`config.mk`:
```
export PLATFORM = sky130hd
export DESIGN_NAME = rcc_core
export DESIGN_NICKNAME = d
export VERILOG_FILES = /design/src/logic/rcc_pkg.sv /design/src/logic/rcc_tick_tap.sv /design/src/logic/rcc_month_last.sv /design/src/logic/rcc_core.sv
export SDC_FILE = /design/constraint.sdc
export NUM_CORES = 1
export LEC_CHECK = 0
export ABC_AREA = 1
export ABC_CLOCK_PERIOD_IN_PS = 3600
export BUFFER_PORTS_ARGS = -buffer_cell sky130_fd_sc_hd__buf_4
export CORE_MARGIN = 2
export CORE_UTILIZATION = 50
export CTS_BUF_LIST = sky130_fd_sc_hd__clkbuf_16
export DETAILED_ROUTE_END_ITERATION = 16
export PLACE_DENSITY = 0.83
export SYNTH_ARGS = -nofsm -noshare
export SYNTH_HDL_FRONTEND = slang
export SYNTH_HIERARCHICAL = 1
export SYNTH_SLANG_ARGS = --single-unit
```
`constraint.sdc`:
```
create_clock -name clk -period 3.6 [get_ports clk]
set_input_delay 0.72 -clock clk [delete_from_list [all_inputs] [get_ports clk]]
set_output_delay 0.72 -clock clk [all_outputs]
set_load 0.01 [all_outputs]
```
`src/logic/rcc_pkg.sv`:
```
// shared widths, field positions, encodings and reset values of the counter/calendar core
package rcc_pkg;

  // counter widths and divider select width
  localparam int PRE_WIDTH = 15;
  localparam int MAIN_WIDTH = 32;
  localparam int DIV_SEL_WIDTH = 4;

  // time_of_day_value field positions (bcd)
  localparam int SEC_U_LSB = 0;
  localparam int SEC_T_LSB = 4;
  localparam int MIN_U_LSB = 8;
  localparam int MIN_T_LSB = 12;
  localparam int HOUR_U_LSB = 16;
  localparam int HOUR_T_LSB = 20;

  // calendar_date_value field positions (bcd)
  localparam int DAY_U_LSB = 0;
  localparam int DAY_T_LSB = 4;
  localparam int MONTH_U_LSB = 8;
  localparam int MONTH_T_LSB = 12;
  localparam int YEAR_U_LSB = 16;
  localparam int YEAR_T_LSB = 20;
  localparam int WEEKDAY_LSB = 24;

  // reset values
  localparam logic [PRE_WIDTH-1:0] PRE_RESET = 15'h0000;
  localparam logic [MAIN_WIDTH-1:0] MAIN_RESET = 32'h00000000;
  localparam logic [31:0] TIME_RESET = 32'h00000000;
  // first of january, year 00, weekday 0
  localparam logic [31:0] DATE_RESET = 32'h00000101;

  // top of the main counter in plain binary operation
  localparam logic [MAIN_WIDTH-1:0] MAIN_MAX = 32'hFFFFFFFF;

  // tick source of the main counter
  typedef enum logic {
    prescaler_tick,
    channel0_match_tick
  } rcc_tick_source_type;

  // main counter operating mode
  typedef enum logic {
    binary_mode,
    calendar_mode
  } rcc_counter_mode_type;

  // whole state of the core
  typedef struct packed {
    logic lf_prev;
    logic [PRE_WIDTH-1:0] pre;
    logic [MAIN_WIDTH-1:0] main;
    logic [31:0] tod;
    logic [31:0] date;
    logic tick;
    logic time_accept;
    logic date_accept;
  } rcc_state_type;

endpackage

```
`src/logic/rcc_tick_tap.sv`:
```
// power-of-two tap on the pre-counter that produces the main counter tick
module rcc_tick_tap #(
  parameter int WIDTH = 15,
  parameter int SEL_WIDTH = 4
) (
  // next pre-counter value and divider select
  input wire logic [WIDTH-1:0] pre_next,
  input wire logic [SEL_WIDTH-1:0] divider_select,
  // tick when the selected low bits all return to zero
  output logic tick
);

  logic [WIDTH-1:0] mask;

  // mask of the low bits that must be zero; select 0 ticks every edge
  always_comb begin
    mask = ~({WIDTH{1'b1}} << divider_select);
    tick = ((pre_next & mask) == '0);
  end

endmodule

```
`src/logic/rcc_month_last.sv`:
```
// last bcd day of the current month, with leap year handling
module rcc_month_last (
  // current month and year digits
  input wire logic month_tens,
  input wire logic [3:0] month_units,
  input wire logic [3:0] year_tens,
  input wire logic [3:0] year_units,
  // suppresses the february extension
  input wire logic leap_correction_disable,
  // last day of month, tens in [5:4], units in [3:0]
  output logic [5:0] last_day,
  output logic leap_year
);

  logic [3:0] units_plus_two;

  // leap test on the bcd year, then month length lookup
  always_comb begin
    units_plus_two = year_units + 4'h2;
    if (year_tens[0] == 1'b0) begin
      leap_year = (year_units[1:0] == 2'h0); // [RULE21]
    end else begin
      leap_year = (units_plus_two[1:0] == 2'h0); // [RULE21]
    end
    if (leap_correction_disable) begin
      leap_year = 1'b0; // [RULE15]
    end
    last_day = 6'h31;
    if (month_tens == 1'b0) begin
      unique case (month_units)
        4'h2: last_day = leap_year ? 6'h29 : 6'h28; // [RULE13] [RULE15]
        4'h4, 4'h6, 4'h9: last_day = 6'h30;
        default: last_day = 6'h31;
      endcase
    end else if (month_units == 4'h1) begin
      last_day = 6'h30;
    end
  end

endmodule

```
`src/logic/rcc_core.sv`:
```
// counter and calendar timekeeping core with pre-counter and bcd calendar
// Function
// [RULE1] a 15-bit pre-counter and a 32-bit main counter are kept
// [RULE2] counting only while enabled; pre-counter steps on each counter clock rising edge
// [RULE3] in prescaler tick mode the pre-counter counts up and wraps to zero
// [RULE4] in channel-0 mode pre-counter wraps at compare bits 14:0 and ticks
// [RULE5] binary mode adds one to the main counter per tick
// [RULE6] prescaler tick comes from a power-of-two tap, divide 1 to 32768
// [RULE7] main counter rolls from all ones to zero by default
// [RULE8] with channel1_as_top the main counter clears when equal to channel 1 value
// [RULE9] software sets channel1_as_top before or with enabling
// [RULE10] calendar mode presents bcd time and date registers instead
// [RULE11] time register holds bcd seconds, minutes and 24-hour hours
// [RULE12] date register holds bcd day, month, year and weekday
// [RULE13] day returns to first after month end; month lengths handled
// [RULE14] three-bit weekday advances at day end and wraps after seven
// [RULE15] february gets 29 days every fourth year unless correction disabled
// [RULE16] months are one tens bit and four units bits
// [RULE17] time, date and channel calendar writes are dropped in binary mode
// [RULE18] counter writes accepted any time unless register lock engaged
// [RULE19] software selects one-second ticks for calendar operation
// [RULE20] state survives system reset; only core or software reset clears it
// [RULE21] bcd leap test on tens parity and units divisibility
// [RULE22] each tick carries seconds to years; 59 and 23 wrap points
module rcc_core (
  // clock and resets
  input wire logic clk,
  input wire logic reset,
  input wire logic soft_reset,
  input wire logic system_reset,
  // low-frequency counter clock, sampled on clk
  input wire logic low_freq_counter_clock,
  // configuration
  input wire logic enable,
  input wire logic tick_source_select,
  input wire logic [rcc_pkg::DIV_SEL_WIDTH-1:0] tick_divider_select,
  input wire logic channel1_as_top,
  input wire logic counter_mode_select,
  input wire logic leap_correction_disable,
  input wire logic register_lock,
  // compare values from the channels
  input wire logic [rcc_pkg::MAIN_WIDTH-1:0] channel0_compare_value,
  input wire logic [rcc_pkg::MAIN_WIDTH-1:0] channel1_compare_value,
  // software writes
  input wire logic prescale_write,
  input wire logic [rcc_pkg::PRE_WIDTH-1:0] prescale_write_data,
  input wire logic main_write,
  input wire logic [rcc_pkg::MAIN_WIDTH-1:0] main_write_data,
  input wire logic time_write,
  input wire logic [31:0] time_write_data,
  input wire logic date_write,
  input wire logic [31:0] date_write_data,
  input wire logic channel_time_write,
  input wire logic channel_date_write,
  // counter values
  output logic [rcc_pkg::PRE_WIDTH-1:0] prescale_count_value,
  output logic [rcc_pkg::MAIN_WIDTH-1:0] main_count_value,
  output logic [31:0] time_of_day_value,
  output logic [31:0] calendar_date_value,
  // main counter tick and channel write acceptance
  output logic main_tick,
  output logic channel_time_write_accept,
  output logic channel_date_write_accept
);

  rcc_pkg::rcc_state_type s;
  rcc_pkg::rcc_state_type next_s;

  logic lf_edge;
  logic step;
  logic cal;
  logic pre_top_hit;
  logic [rcc_pkg::PRE_WIDTH-1:0] pre_inc;
  logic tap_tick;
  logic adv;
  logic main_top_hit;
  logic pre_wr_ok;
  logic main_wr_ok;
  logic time_wr_ok;
  logic date_wr_ok;
  logic [5:0] last_day;
  logic leap_year;

  // counter clock edge and enable qualification
  always_comb begin
    lf_edge = low_freq_counter_clock & ~s.lf_prev;
    step = enable & lf_edge; // [RULE2]
    cal = (counter_mode_select == rcc_pkg::calendar_mode);
    pre_inc = s.pre + 15'h0001; // [RULE3]
    pre_top_hit = (s.pre == channel0_compare_value[rcc_pkg::PRE_WIDTH-1:0]); // [RULE4]
    main_top_hit = channel1_as_top && (s.main == channel1_compare_value); // [RULE8]
    pre_wr_ok = prescale_write & ~register_lock; // [RULE18]
    main_wr_ok = main_write & ~register_lock; // [RULE18]
    time_wr_ok = time_write & ~register_lock & cal; // [RULE17]
    date_wr_ok = date_write & ~register_lock & cal; // [RULE17]
  end

  // power-of-two tap select for prescaler ticks
  rcc_tick_tap #(
    .WIDTH(rcc_pkg::PRE_WIDTH),
    .SEL_WIDTH(rcc_pkg::DIV_SEL_WIDTH)
  ) u_tap (
    .pre_next(pre_inc),
    .divider_select(tick_divider_select),
    .tick(tap_tick)
  );

  // main counter advance from either tick source
  always_comb begin
    if (tick_source_select == rcc_pkg::channel0_match_tick) begin
      adv = step & pre_top_hit; // [RULE4]
    end else begin
      adv = step & tap_tick; // [RULE6]
    end
  end

  // month length for the current date
  rcc_month_last u_month_last (
    .month_tens(s.date[rcc_pkg::MONTH_T_LSB]),
    .month_units(s.date[rcc_pkg::MONTH_U_LSB +: 4]),
    .year_tens(s.date[rcc_pkg::YEAR_T_LSB +: 4]),
    .year_units(s.date[rcc_pkg::YEAR_U_LSB +: 4]),
    .leap_correction_disable(leap_correction_disable),
    .last_day(last_day),
    .leap_year(leap_year)
  );

  // next state: pre-counter, main counter, calendar and write handling
  always_comb begin
    logic [3:0] sec_u;
    logic [2:0] sec_t;
    logic [3:0] min_u;
    logic [2:0] min_t;
    logic [3:0] hour_u;
    logic [1:0] hour_t;
    logic [3:0] day_u;
    logic [1:0] day_t;
    logic [3:0] mon_u;
    logic mon_t;
    logic [3:0] year_u;
    logic [3:0] year_t;
    logic [2:0] weekday;
    sec_u = s.tod[rcc_pkg::SEC_U_LSB +: 4];
    sec_t = s.tod[rcc_pkg::SEC_T_LSB +: 3];
    min_u = s.tod[rcc_pkg::MIN_U_LSB +: 4];
    min_t = s.tod[rcc_pkg::MIN_T_LSB +: 3];
    hour_u = s.tod[rcc_pkg::HOUR_U_LSB +: 4];
    hour_t = s.tod[rcc_pkg::HOUR_T_LSB +: 2];
    day_u = s.date[rcc_pkg::DAY_U_LSB +: 4];
    day_t = s.date[rcc_pkg::DAY_T_LSB +: 2];
    mon_u = s.date[rcc_pkg::MONTH_U_LSB +: 4];
    mon_t = s.date[rcc_pkg::MONTH_T_LSB];
    year_u = s.date[rcc_pkg::YEAR_U_LSB +: 4];
    year_t = s.date[rcc_pkg::YEAR_T_LSB +: 4];
    weekday = s.date[rcc_pkg::WEEKDAY_LSB +: 3];
    next_s = s;
    next_s.lf_prev = low_freq_counter_clock;
    next_s.tick = adv;
    next_s.time_accept = channel_time_write & ~register_lock & cal; // [RULE17]
    next_s.date_accept = channel_date_write & ~register_lock & cal; // [RULE17]

    // pre-counter: wrap at channel 0 top or at its own overflow
    if (step) begin
      if (tick_source_select == rcc_pkg::channel0_match_tick && pre_top_hit) begin
        next_s.pre = '0; // [RULE4]
      end else begin
        next_s.pre = pre_inc; // [RULE3]
      end
    end

    // binary main counter
    if (adv && !cal) begin
      if (main_top_hit || s.main == rcc_pkg::MAIN_MAX) begin
        next_s.main = '0; // [RULE7] [RULE8]
      end else begin
        next_s.main = s.main + 32'h00000001; // [RULE5]
      end
    end

    // bcd calendar carry chain, one second per tick
    if (adv && cal) begin
      sec_u = sec_u + 4'h1; // [RULE22]
      if (sec_u == 4'hA) begin
        sec_u = 4'h0;
        sec_t = sec_t + 3'h1;
      end
      if (sec_t == 3'h6) begin
        sec_t = 3'h0;
        min_u = min_u + 4'h1;
      end
      if (min_u == 4'hA) begin
        min_u = 4'h0;
        min_t = min_t + 3'h1;
      end
      if (min_t == 3'h6) begin
        min_t = 3'h0;
        hour_u = hour_u + 4'h1;
      end
      // hours in 24-hour form
      if (hour_t == 2'h2 && hour_u == 4'h4) begin
        hour_t = 2'h0; // [RULE11]
        hour_u = 4'h0;
        weekday = (weekday == 3'h6) ? 3'h0 : weekday + 3'h1; // [RULE14]
        if ({day_t, day_u} == last_day) begin
          day_t = 2'h0; // [RULE13]
          day_u = 4'h1;
          if (mon_t == 1'b1 && mon_u == 4'h2) begin
            mon_t = 1'b0; // [RULE16]
            mon_u = 4'h1;
            year_u = year_u + 4'h1;
            if (year_u == 4'hA) begin
              year_u = 4'h0;
              year_t = (year_t == 4'h9) ? 4'h0 : year_t + 4'h1;
            end
          end else if (mon_t == 1'b0 && mon_u == 4'h9) begin
            mon_t = 1'b1; // [RULE16]
            mon_u = 4'h0;
          end else begin
            mon_u = mon_u + 4'h1;
          end
        end else begin
          day_u = day_u + 4'h1;
          if (day_u == 4'hA) begin
            day_u = 4'h0;
            day_t = day_t + 2'h1;
          end
        end
      end else if (hour_u == 4'hA) begin
        hour_u = 4'h0;
        hour_t = hour_t + 2'h1;
      end
      next_s.tod = {10'h000, hour_t, hour_u, 1'b0, min_t, min_u, 1'b0, sec_t, sec_u}; // [RULE11]
      next_s.date = {5'h00, weekday, year_t, year_u, 3'h0, mon_t, mon_u, 2'h0, day_t,
        day_u}; // [RULE12]
    end

    // software writes win over counting
    if (pre_wr_ok) begin
      next_s.pre = prescale_write_data; // [RULE18]
    end
    if (main_wr_ok) begin
      next_s.main = main_write_data; // [RULE18]
    end
    if (time_wr_ok) begin
      next_s.tod = time_write_data; // [RULE10]
    end
    if (date_wr_ok) begin
      next_s.date = date_write_data; // [RULE10]
    end
  end

  // state register; system_reset holds the state and only clears the tick and accept pulses
  always_ff @(posedge clk) begin
    if (reset || soft_reset) begin
      s.lf_prev <= 1'b0;
      s.pre <= rcc_pkg::PRE_RESET; // [RULE1]
      s.main <= rcc_pkg::MAIN_RESET; // [RULE1]
      s.tod <= rcc_pkg::TIME_RESET;
      s.date <= rcc_pkg::DATE_RESET;
      s.tick <= 1'b0;
      s.time_accept <= 1'b0;
      s.date_accept <= 1'b0;
    end else if (system_reset) begin
      s <= s; // [RULE20]
      s.tick <= 1'b0;
      s.time_accept <= 1'b0;
      s.date_accept <= 1'b0;
    end else begin
      s <= next_s;
    end
  end

  // outputs straight from the state register
  always_comb begin
    prescale_count_value = s.pre;
    main_count_value = s.main;
    time_of_day_value = s.tod;
    calendar_date_value = s.date;
    main_tick = s.tick;
    channel_time_write_accept = s.time_accept;
    channel_date_write_accept = s.date_accept;
  end
endmodule

```
## Word level (Yosys, flattened, before mapping)

Cells that the tools add are included.

- Register bits: 115
- Input port bits: 196
- Output and inout port bits: 114
- Logic and storage cells: 165

- $add $sub $neg: 15
- Eq/ne operators: 20
- Shift-type cells: 1
- Multiplexer cells: 57
- Bitwise operators: 20
- Reductions and logical operators: 37

Operators with widths:

| operator | count |
|---|---|
| 2-to-1 mux 32 bit | 5 |
| 2-to-1 mux 4 bit | 24 |
| 2-to-1 mux 64 bit | 1 |
| 2-to-1 mux 15 bit | 3 |
| adder 32 x 1 -> 32 bit, second input constant | 1 |
| == test 32 bit | 1 |
| == test 32 bit, second input constant | 1 |
| adder 4 x 1 -> 4 bit, second input constant | 7 |
| == test 4 bit, second input constant | 7 |
| 2-to-1 mux 3 bit | 8 |
| nonzero test 2 bit | 8 |
| adder 15 x 1 -> 15 bit, second input constant | 1 |
| AND 15 bit | 1 |
| == test 15 bit | 1 |
| zero test 15 bit | 1 |
| inverter 15 bit | 1 |
| << shifter 15 x 4 -> 15 bit, first input constant | 1 |
| AND 1 bit | 14 |
| == test 4 x 3 -> 1 bit, second input constant | 3 |
| case mux 6 bit (2 select lines) | 1 |
| 2-to-1 mux 2 bit | 5 |
| AND reduction 5 bit | 2 |
| adder 3 x 1 -> 3 bit, second input constant | 3 |
| == test 3 bit, second input constant | 3 |
| other kinds (20) | 47 |

## Depth between registers and ports, before layout

Gate-level depths: netlist of the first run.

- Depth in word-level cells: 22
- Mapped depth: 28
- Depth with buffers taken out: 28

## By module

Netlist of the first run, hierarchy kept.

Modules (own cells, without submodules):

| module | times used | cells each | area an instance (µm²) | seq. area each (µm²) |
|---|---|---|---|---|
| rcc_core | 1 | 1243 | 8506.9 | 2302.2 |
| rcc_tick_tap | 1 | 50 | 226.5 | 0.0 |
| rcc_month_last | 1 | 29 | 152.6 | 0.0 |

## Least setup slack after synthesis of the first run

No wires, ideal clock.

- Path kind: register -> register
- Start: register s (netlist bit prescale_count_value[2])
- End: register s (netlist bit calendar_date_value[31])
- Setup time: 0.127 ns
- Data arrival time: 2.972 ns
- Required time: 3.473 ns
- Setup slack: 0.502 ns
- Cell stages (with the launch flop): 23
- Path buffers: 0
- Clock period less this slack: 3.098 ns
- Path through: dfxtp_1 inv_1 nor3_1 nand2_1 nor2_1 nand3_1 nand3b_1 nor3_1 xor2_1 nand4_1 nand2_1 nor2_2 nand2_1 nor2_1 inv_1 o21ai_0 nand2_1 nor3_1 inv_1 nand2_1 clkinv_1 nand3_1 o21ai_0

- Word-level cells in the longest chain between the ends: 8
- Elaborated cells on any way between the ends: 10
- Classes of those cells: add/sub: 1; eq/ne: 1; mux: 1; bitwise: 3; reduce/logical: 4

RTL lines:

| what | RTL line | text |
|---|---|---|
| from (decl) | rcc_core.sv:66 | `rcc_pkg::rcc_state_type s;` |
| from (signal assigned) | rcc_core.sv:264 | `s <= s;` |
| from (signal assigned) | rcc_core.sv:269 | `s <= next_s;` |
| adder 15 x 1 -> 15 bit | rcc_core.sv:89 | `pre_inc = s.pre + 15'h0001;` |
| named net pre_inc, one bit | rcc_core.sv:73 | `logic [rcc_pkg::PRE_WIDTH-1:0] pre_inc;` |
| AND 15 bit | rcc_tick_tap.sv:18 | `tick = ((pre_next & mask) == '0);` |
| zero test 15 bit | rcc_tick_tap.sv:18 |  |
| named net tap_tick | rcc_core.sv:74 | `logic tap_tick;` |
| AND 1 bit | rcc_core.sv:113 | `adv = step & tap_tick;` |
| 2-to-1 mux 1 bit | rcc_core.sv:110 | `if (tick_source_select == rcc_pkg::channel0_match_tick) begin` |
| logical AND 1 bit | rcc_core.sv:181 | `if (adv && cal) begin` |
| nonzero test 2 bit (no source line) | n/a |  |
| AND reduction 2 bit (no source line) | n/a |  |

The timed path passes the listed nets, and every way through them passes these cells.
A chain may end at the register's enable or synchronous reset.

## Worst setup path after layout of the first run

- Start: register s (netlist bit prescale_count_value[0])
- End: register s (netlist bit calendar_date_value[10])

- Word-level cells in the longest chain between the ends: 8
- Elaborated cells on any way between the ends: 10
- Classes of those cells: add/sub: 1; eq/ne: 1; mux: 1; bitwise: 3; reduce/logical: 4

RTL lines:

| what | RTL line |
|---|---|
| adder 15 x 1 -> 15 bit | rcc_core.sv:89 |
| named net pre_inc, one bit | rcc_core.sv:73 |
| AND 15 bit | rcc_tick_tap.sv:18 |
| zero test 15 bit | rcc_tick_tap.sv:18 |
| named net tap_tick | rcc_core.sv:74 |
| AND 1 bit | rcc_core.sv:113 |
| 2-to-1 mux 1 bit | rcc_core.sv:110 |
| logical AND 1 bit | rcc_core.sv:181 |
| nonzero test 2 bit (no source line) | n/a |
| AND reduction 4 bit (no source line) | n/a |

The timed path passes the listed nets, and every way through them passes these cells.

==> results.yml, run 1 <==
grt:
  first_global_vias: 8900
  grt_pass1_wl_um: 42800
  grt_usage_pct: 28.5
  grt-ovfl-total: 0
  antenna_found_initial: 0
  grt_max_degree: 50
floorplanning:
  die_x_um: 137
  die_h_um: 137
  start_util_pct: 51.2
  core_area_um2: 17400
  ios: 310
  dieArea_um2: 18800
  rows: 48
cts:
  cts_buffers: 17
  postCtsHoldBufs: 0
  clkLatencyLatePin_ps: 420
  htree_levels: 4
  clk_pin_slew_ps: 50
  clock-sinks: 115
  cts.path.max_buffers: 2
  cts_tree: "built"
  cts_root_buffer: "clkbuf_16"
worst_setup_path:
  crit_required_ps: 3910
  arrival_ps: 3780
  critical_path_class: "reg2reg"
  cp_max_fo: 14
  crit_path_start_kind: "register"
  critPathCaptureType: "register"
detailed_routing:
  firstDrtPassIters: 5
  drt_iter0_markers: 702
  route.detailed.drc: 0
  dr_total_vias: 9611
  drt-total-wl_um: 27900
  viasPerCell: 5.49
  ant_nets: 0
  detail_route.wl_per_cell_um: 15.9
placement:
  io_buffers: 292
  gp_congestion: 0.966
  dp.cells: 1709
  hpwl_um: 20300
layout:
  fillers: 1469
  area_delta_synth_final_pct: 28.3
  fin_nets: 1726
  final_util_pct: 65.7
  n_antenna_cell: 0
  final-seq-area_um2: 2310
  instances_no_fill: 1750
  multi_input_area_um2: 5190
  post_route_cells_drive_above_1_share_pct: 30.2
timing:
  skew_ps: 11.0
  fmax_mhz: 288
  worstMarginPinSlew_ps: 813
  finalCritPeriodShare_pct: 96.4
  setup_viol: 0
  drv_slew: 0
  finalHoldViolCount: 0
  min_period_ps: 3470
  max-slew-margin-rel_pct: 45.6
yosys:
  netlist_area_um2: 8880
  synth.avg_cell_area_um2: 6.72
  synthCells: 1321
  yosysWarnings: 6
worst_hold_path:
  min_path_type: "reg2reg"
power:
  vdd_ir_drop_max_mv: 0.320
  power_mw: 3.33
  p_leak_nw: 5.07
  powerDensity_nw_per_um2: 292
outcome:
  status: "finished, final reports clean"
job:
  drv_cap: 0
==> metal layers <==
metal  track usage, %  vias to the layer above  wire (µm)
met5                0                        -          0
met4             11.9                        0        881
met3             6.88                       72       2340
met2             48.5                      458      13400
met1             34.2                     4401      11300
li1                 -                     4680          -
==> worst max-delay path: stages (launching register included) <==
cell	delay [ps]
dfxtp_1	350
ha_2	220
nand3_2	110
nor3_2	260
nand2_1	150
nor2_2	170
inv_1	90
nor4_2	190
xor2_1	130
inv_1	80
nor3_2	50
nor2_2	90
nand2_1	70
nor2_2	100
inv_1	60
o21ai_2	120
nand2_2	80
nor3_2	190
buf_4	140
inv_1	70
nand2_4	100
buf_12	120
nand2_8	90
nor2_4	140
nand2_1	70
nand2_1	60
nor2_1	40
==> worst paths after layout <==
kind	startpoint	endpoint	slack, ps	cells after the start
worst min-delay path	s[114]	s[114]	460	2
worst max-delay path	prescale_count_value[0]	calendar_date_value[10]	130	26
worst min register to register	s[114]	s[114]	460	2
worst max register to register	prescale_count_value[0]	calendar_date_value[10]	130	26
==> timing repair <==
| action | CTS | global route |
|---|---|---|
| setup endpoints to repair | 21 | 96 |
| gates resized for setup | 2 | 43 |
| pin swaps | 0 | 17 |
| setup buffers | 0 | 12 |
==> power breakdown <==
part	leakage, nW	switching (mW)	internal [mW]
combinational	3.87	0.263	0.248
clock	0.266	0.582	0.913
sequential	0.931	0.0269	1.29
total	5.07	0.872	2.45
==> stage by stage <==
step / hold WS (ps) / setup TNS, ps / cell area, µm² / worst slack (ps)
floorplan: 437 / 0 / 8890 / 502
global placement: 444 / -66.4 / 10600 / -17.4
detailed placement: 450 / -341 / 10600 / -43.5
CTS: 456 / 0 / 11100 / 11.0
global route: 474 / -2020 / 11400 / -107
finish: 456 / 0 / 11400 / 131
==> sequential cells by signal (all words and copies together) (netlist names) <==
| name | cells |
|---|---|
| calendar_date_value | 32 |
| channel_date_write_accept | 1 |
| channel_time_write_accept | 1 |
| main_count_value | 32 |
| main_tick | 1 |
| prescale_count_value | 15 |
| s | 1 |
| time_of_day_value | 32 |
==> cell type report <==
type | instances | area share [%]
Tap cell | 225 | 2.47
Clock buffer | 17 | 3.73
Timing Repair Buffer | 343 | 23.0
Multi-Input combinational cell | 909 | 45.5
Sequential cell | 115 | 20.3
Inverter | 129 | 4.32
Clock inverter | 12 | 0.692
==> placed cells by master, fill, tap and decap left out, types with 4 or more instances in the layout <==
| cell | count |
|---|---|
| buf_4 | 337 |
| nand2_1 | 256 |
| inv_1 | 121 |
| nor2_1 | 119 |
| dfxtp_1 | 112 |
| o21ai_0 | 92 |
| nand3_1 | 81 |
| a21oi_1 | 58 |
| xor2_1 | 46 |
| nand4_1 | 26 |
| a311oi_1 | 26 |
| a221oi_1 | 23 |
| xnor2_1 | 22 |
| nand2_2 | 20 |
| nor3_1 | 17 |
| clkbuf_16 | 17 |
| ha_1 | 13 |
| a31oi_1 | 10 |
| nand2_4 | 8 |
| nor2_2 | 7 |
| inv_2 | 7 |
| clkinv_2 | 7 |
| nor2_4 | 6 |
| nand3b_1 | 6 |
| o22ai_1 | 6 |
| nor4_1 | 6 |
| nor3_2 | 5 |
| nand3_4 | 4 |
| o21ai_2 | 4 |
| or2_2 | 4 |
Note: power is estimated with default switching activity, not from simulation.
==> run 2, diff against run 1 <==
- GPL_TIMING_DRIVEN: default -> 0
- SYNTH_HIERARCHICAL: 1 -> default
==> run 2 against run 1 <==
Sequential share of layout area shrank 0.79 points; hold slack gained 3.5 ps; clock skew shrank 4.1 ps; synthesized cell count shrank 0.83%; flip-flop and latch count is the same; die area shrank 1.9%; setup slack gained 150 ps; count of clock-buffer cells in the layout is the same; utilization grew 3.3 points; first-iteration DRC count grew 19%; area after synthesis shrank 2.0%; critical path type unchanged.
==> results.yml, run 2 <==
outcome:
  status: "finished, final reports clean"
detailed_routing:
  firstDrtPassIters: 5
  viasPerCell: 5.40
  ant_nets: 0
  drt-total-wl_um: 29400
  dr_total_vias: 10000
  drt_iter0_markers: 833
  detail_route.wl_per_cell_um: 15.8
  route.detailed.drc: 0
worst_setup_path:
  critPathCaptureType: "register"
  critical_path_class: "reg2reg"
  crit_family: "simple AND/OR/NAND/NOR gates"
  cp_max_fo: 10
  cp.depth: 26
  crit_top_cell: "nand2_1"
  slowest_delay_ps: 400
  arrival_ps: 3590
  path_buf_inv: 2
  reg2reg_from: "time_of_day_value[0]"
  r2r_cells: 26
  rrSetupSlack_ps: 280
  crit_path_start_kind: "register"
  r2r-end: "calendar_date_value[8]"
  worst_path_max_delay_cell: "dfxtp_2"
  crit_required_ps: 3880
cts:
  postCtsHoldBufs: 0
  htree_levels: 4
  cts_buffers: 17
  clkLatencyLatePin_ps: 420
  clock-sinks: 115
  clk_pin_slew_ps: 60
  cts_tree: "built"
  cts_root_buffer: "clkbuf_16"
  cts.path.max_buffers: 2
placement:
  dp.cells: 1827
  io_buffers: 292
  placed_area_um2: 11200
  dp_worst_setup_slack_ps: 48.1
  gp_congestion: 0.953
  hpwl_um: 22900
layout:
  final_util_pct: 69.0
  n_antenna_cell: 0
  final-seq-area_um2: 2310
  instances_no_fill: 1860
  final_common_cell: "buf_4"
  post_route_cells_drive_above_1_share_pct: 29.8
  area_delta_synth_final_pct: 36.0
  multi_input_area_um2: 4910
  final_cell_mix: "buf_4, nand2_1, inv_1"
  final_area_um2: 11800
  fin_nets: 1836
  fillers: 1505
yosys:
  ys_seq_elements: 115
  synthTopCellsByCount: "nand2_1, inv_1, dfxtp_1, buf_4, o21ai_0"
  yosysWarnings: 0
  yosysSeqAreaShare_pct: 26.4
  synthTopCellsByArea: "dfxtp_1, nand2_1, buf_4"
  async_reset_ff_share_pct: 0
  yosysTopAreaCell: "dfxtp_1"
  netlist_area_um2: 8710
  ys.flop_type: "dfxtp_1"
  synth.avg_cell_area_um2: 6.65
  synth_most_common_cell: "nand2_1"
  synth_top_area_share_pct: 26.4
  synth_cell_types: 50
  synth_edf_count: 0
  syn_nets: 1524
  synthCells: 1310
timing:
  tns_ps: 0
  max-slew-margin-rel_pct: 40.7
  finalCritPeriodShare_pct: 92.1
  holdWs_ps: 460
  finalHoldViolCount: 0
  setup_viol: 0
  layout_setup_ws_ps: 284
  min_period_ps: 3320
  fmax_mhz: 302
  rsz0062_at_grt: "no"
  worstMarginPinSlew_ps: 886
  skew_ps: 6.93
  drv_slew: 0
grt:
  first_global_vias: 9096
  grt_usage_pct: 30.6
  grt-ovfl-total: 0
  grt_max_degree: 17
  grt_pass1_wl_um: 44800
  antenna_found_initial: 0
worst_hold_path:
  min_delay_path_depth: 2
  hold_start: "time_of_day_value[23]"
  holdPathEnd: "time_of_day_value[23]"
  min_path_type: "reg2reg"
floorplanning:
  die_h_um: 136
  core_area_um2: 17200
  start_util_pct: 50.7
  dieArea_um2: 18500
  rows: 48
  die_x_um: 136
  ios: 310
power:
  powerDensity_nw_per_um2: 305
  p_leak_nw: 5.58
  vdd_ir_drop_max_mv: 0.328
  power_mw: 3.61
job:
  drv_cap: 0
## run 2: cell types whose count changed in the layout (fill, tap and decap cells not counted), sizes merged, moves of 10 or more
cell,change
buf,+64
clkbuf,+42
nor2,-33
a311oi,-26
a21oi,+25
xnor2,-13
nand2,+12
o21ai,+10
## run 2: worst reg2reg max path, cell delays in order, from the launching register on
cell,delay (ps)
dfxtp_2,400
ha_1,210
inv_1,50
nand2_1,100
nand2_4,80
nor2_8,110
nand2_4,80
nand2_1,60
nand2_1,60
clkinv_2,100
nand3_4,100
nand2_1,90
nand2_2,100
nor2_8,180
nand2_4,100
nand2_2,70
nand2_2,80
nor2_8,180
nand3_1,90
nand2_1,120
nand2_1,100
nor2_1,150
nand3_1,140
nand2_4,140
nand2_1,120
nand2_1,90
nand3_1,80
## run 2: cells by family after synthesis
| group | count (synthesis) | synth area share (%) |
|---|---|---|
| compound gates | 270 | 18.0 |
| xor+xnor | 59 | 5.93 |
| fa+ha+maj | 18 | 2.59 |
| buf+inv | 293 | 17.6 |
| flops | 115 | 26.4 |
| simple gates | 555 | 29.5 |
## run 2: area by class of cell
type,count,share of cell area [%]
Clock buffer,17,3.59
Clock inverter,15,1.61
Buffer,156,8.61
Timing Repair Buffer,293,18.6
Sequential cell,115,19.5
Inverter,137,4.38
Multi-Input combinational cell,902,41.4
Tap cell,225,2.38
## run 2: repair_timing
action	CTS	global route
endpoints found under the setup margin	0	79
gates resized for setup	0	18
setup buffers	0	1
## run 2: per-layer routing
layer | wire [µm] | track usage (%) | vias up
li1 | - | - | 4890
met1 | 11900 | 38.0 | 4615
met2 | 14000 | 51.7 | 466
met3 | 2560 | 6.11 | 65
met4 | 872 | 12.6 | 0
met5 | 0 | 0 | -
## run 2: power by group
part	total, mW	switching (mW)	internal [mW]
clock network	1.80	0.647	1.15
registers	1.32	0.0266	1.29
logic	0.497	0.255	0.242
total	3.61	0.929	2.68
## run 2: worst max-delay path by stage
stage	slack, ps	start	endpoint
after floorplan	720	time_of_day_value[0]	calendar_date_value[25]
after global placement	80	main_count_value[1]	main_count_value[0]
after detailed placement	50	main_count_value[1]	main_count_value[0]
after CTS	20	main_count_value[1]	main_count_value[0]
after global routing	10	time_of_day_value[0]	calendar_date_value[8]
final	280	time_of_day_value[0]	calendar_date_value[8]
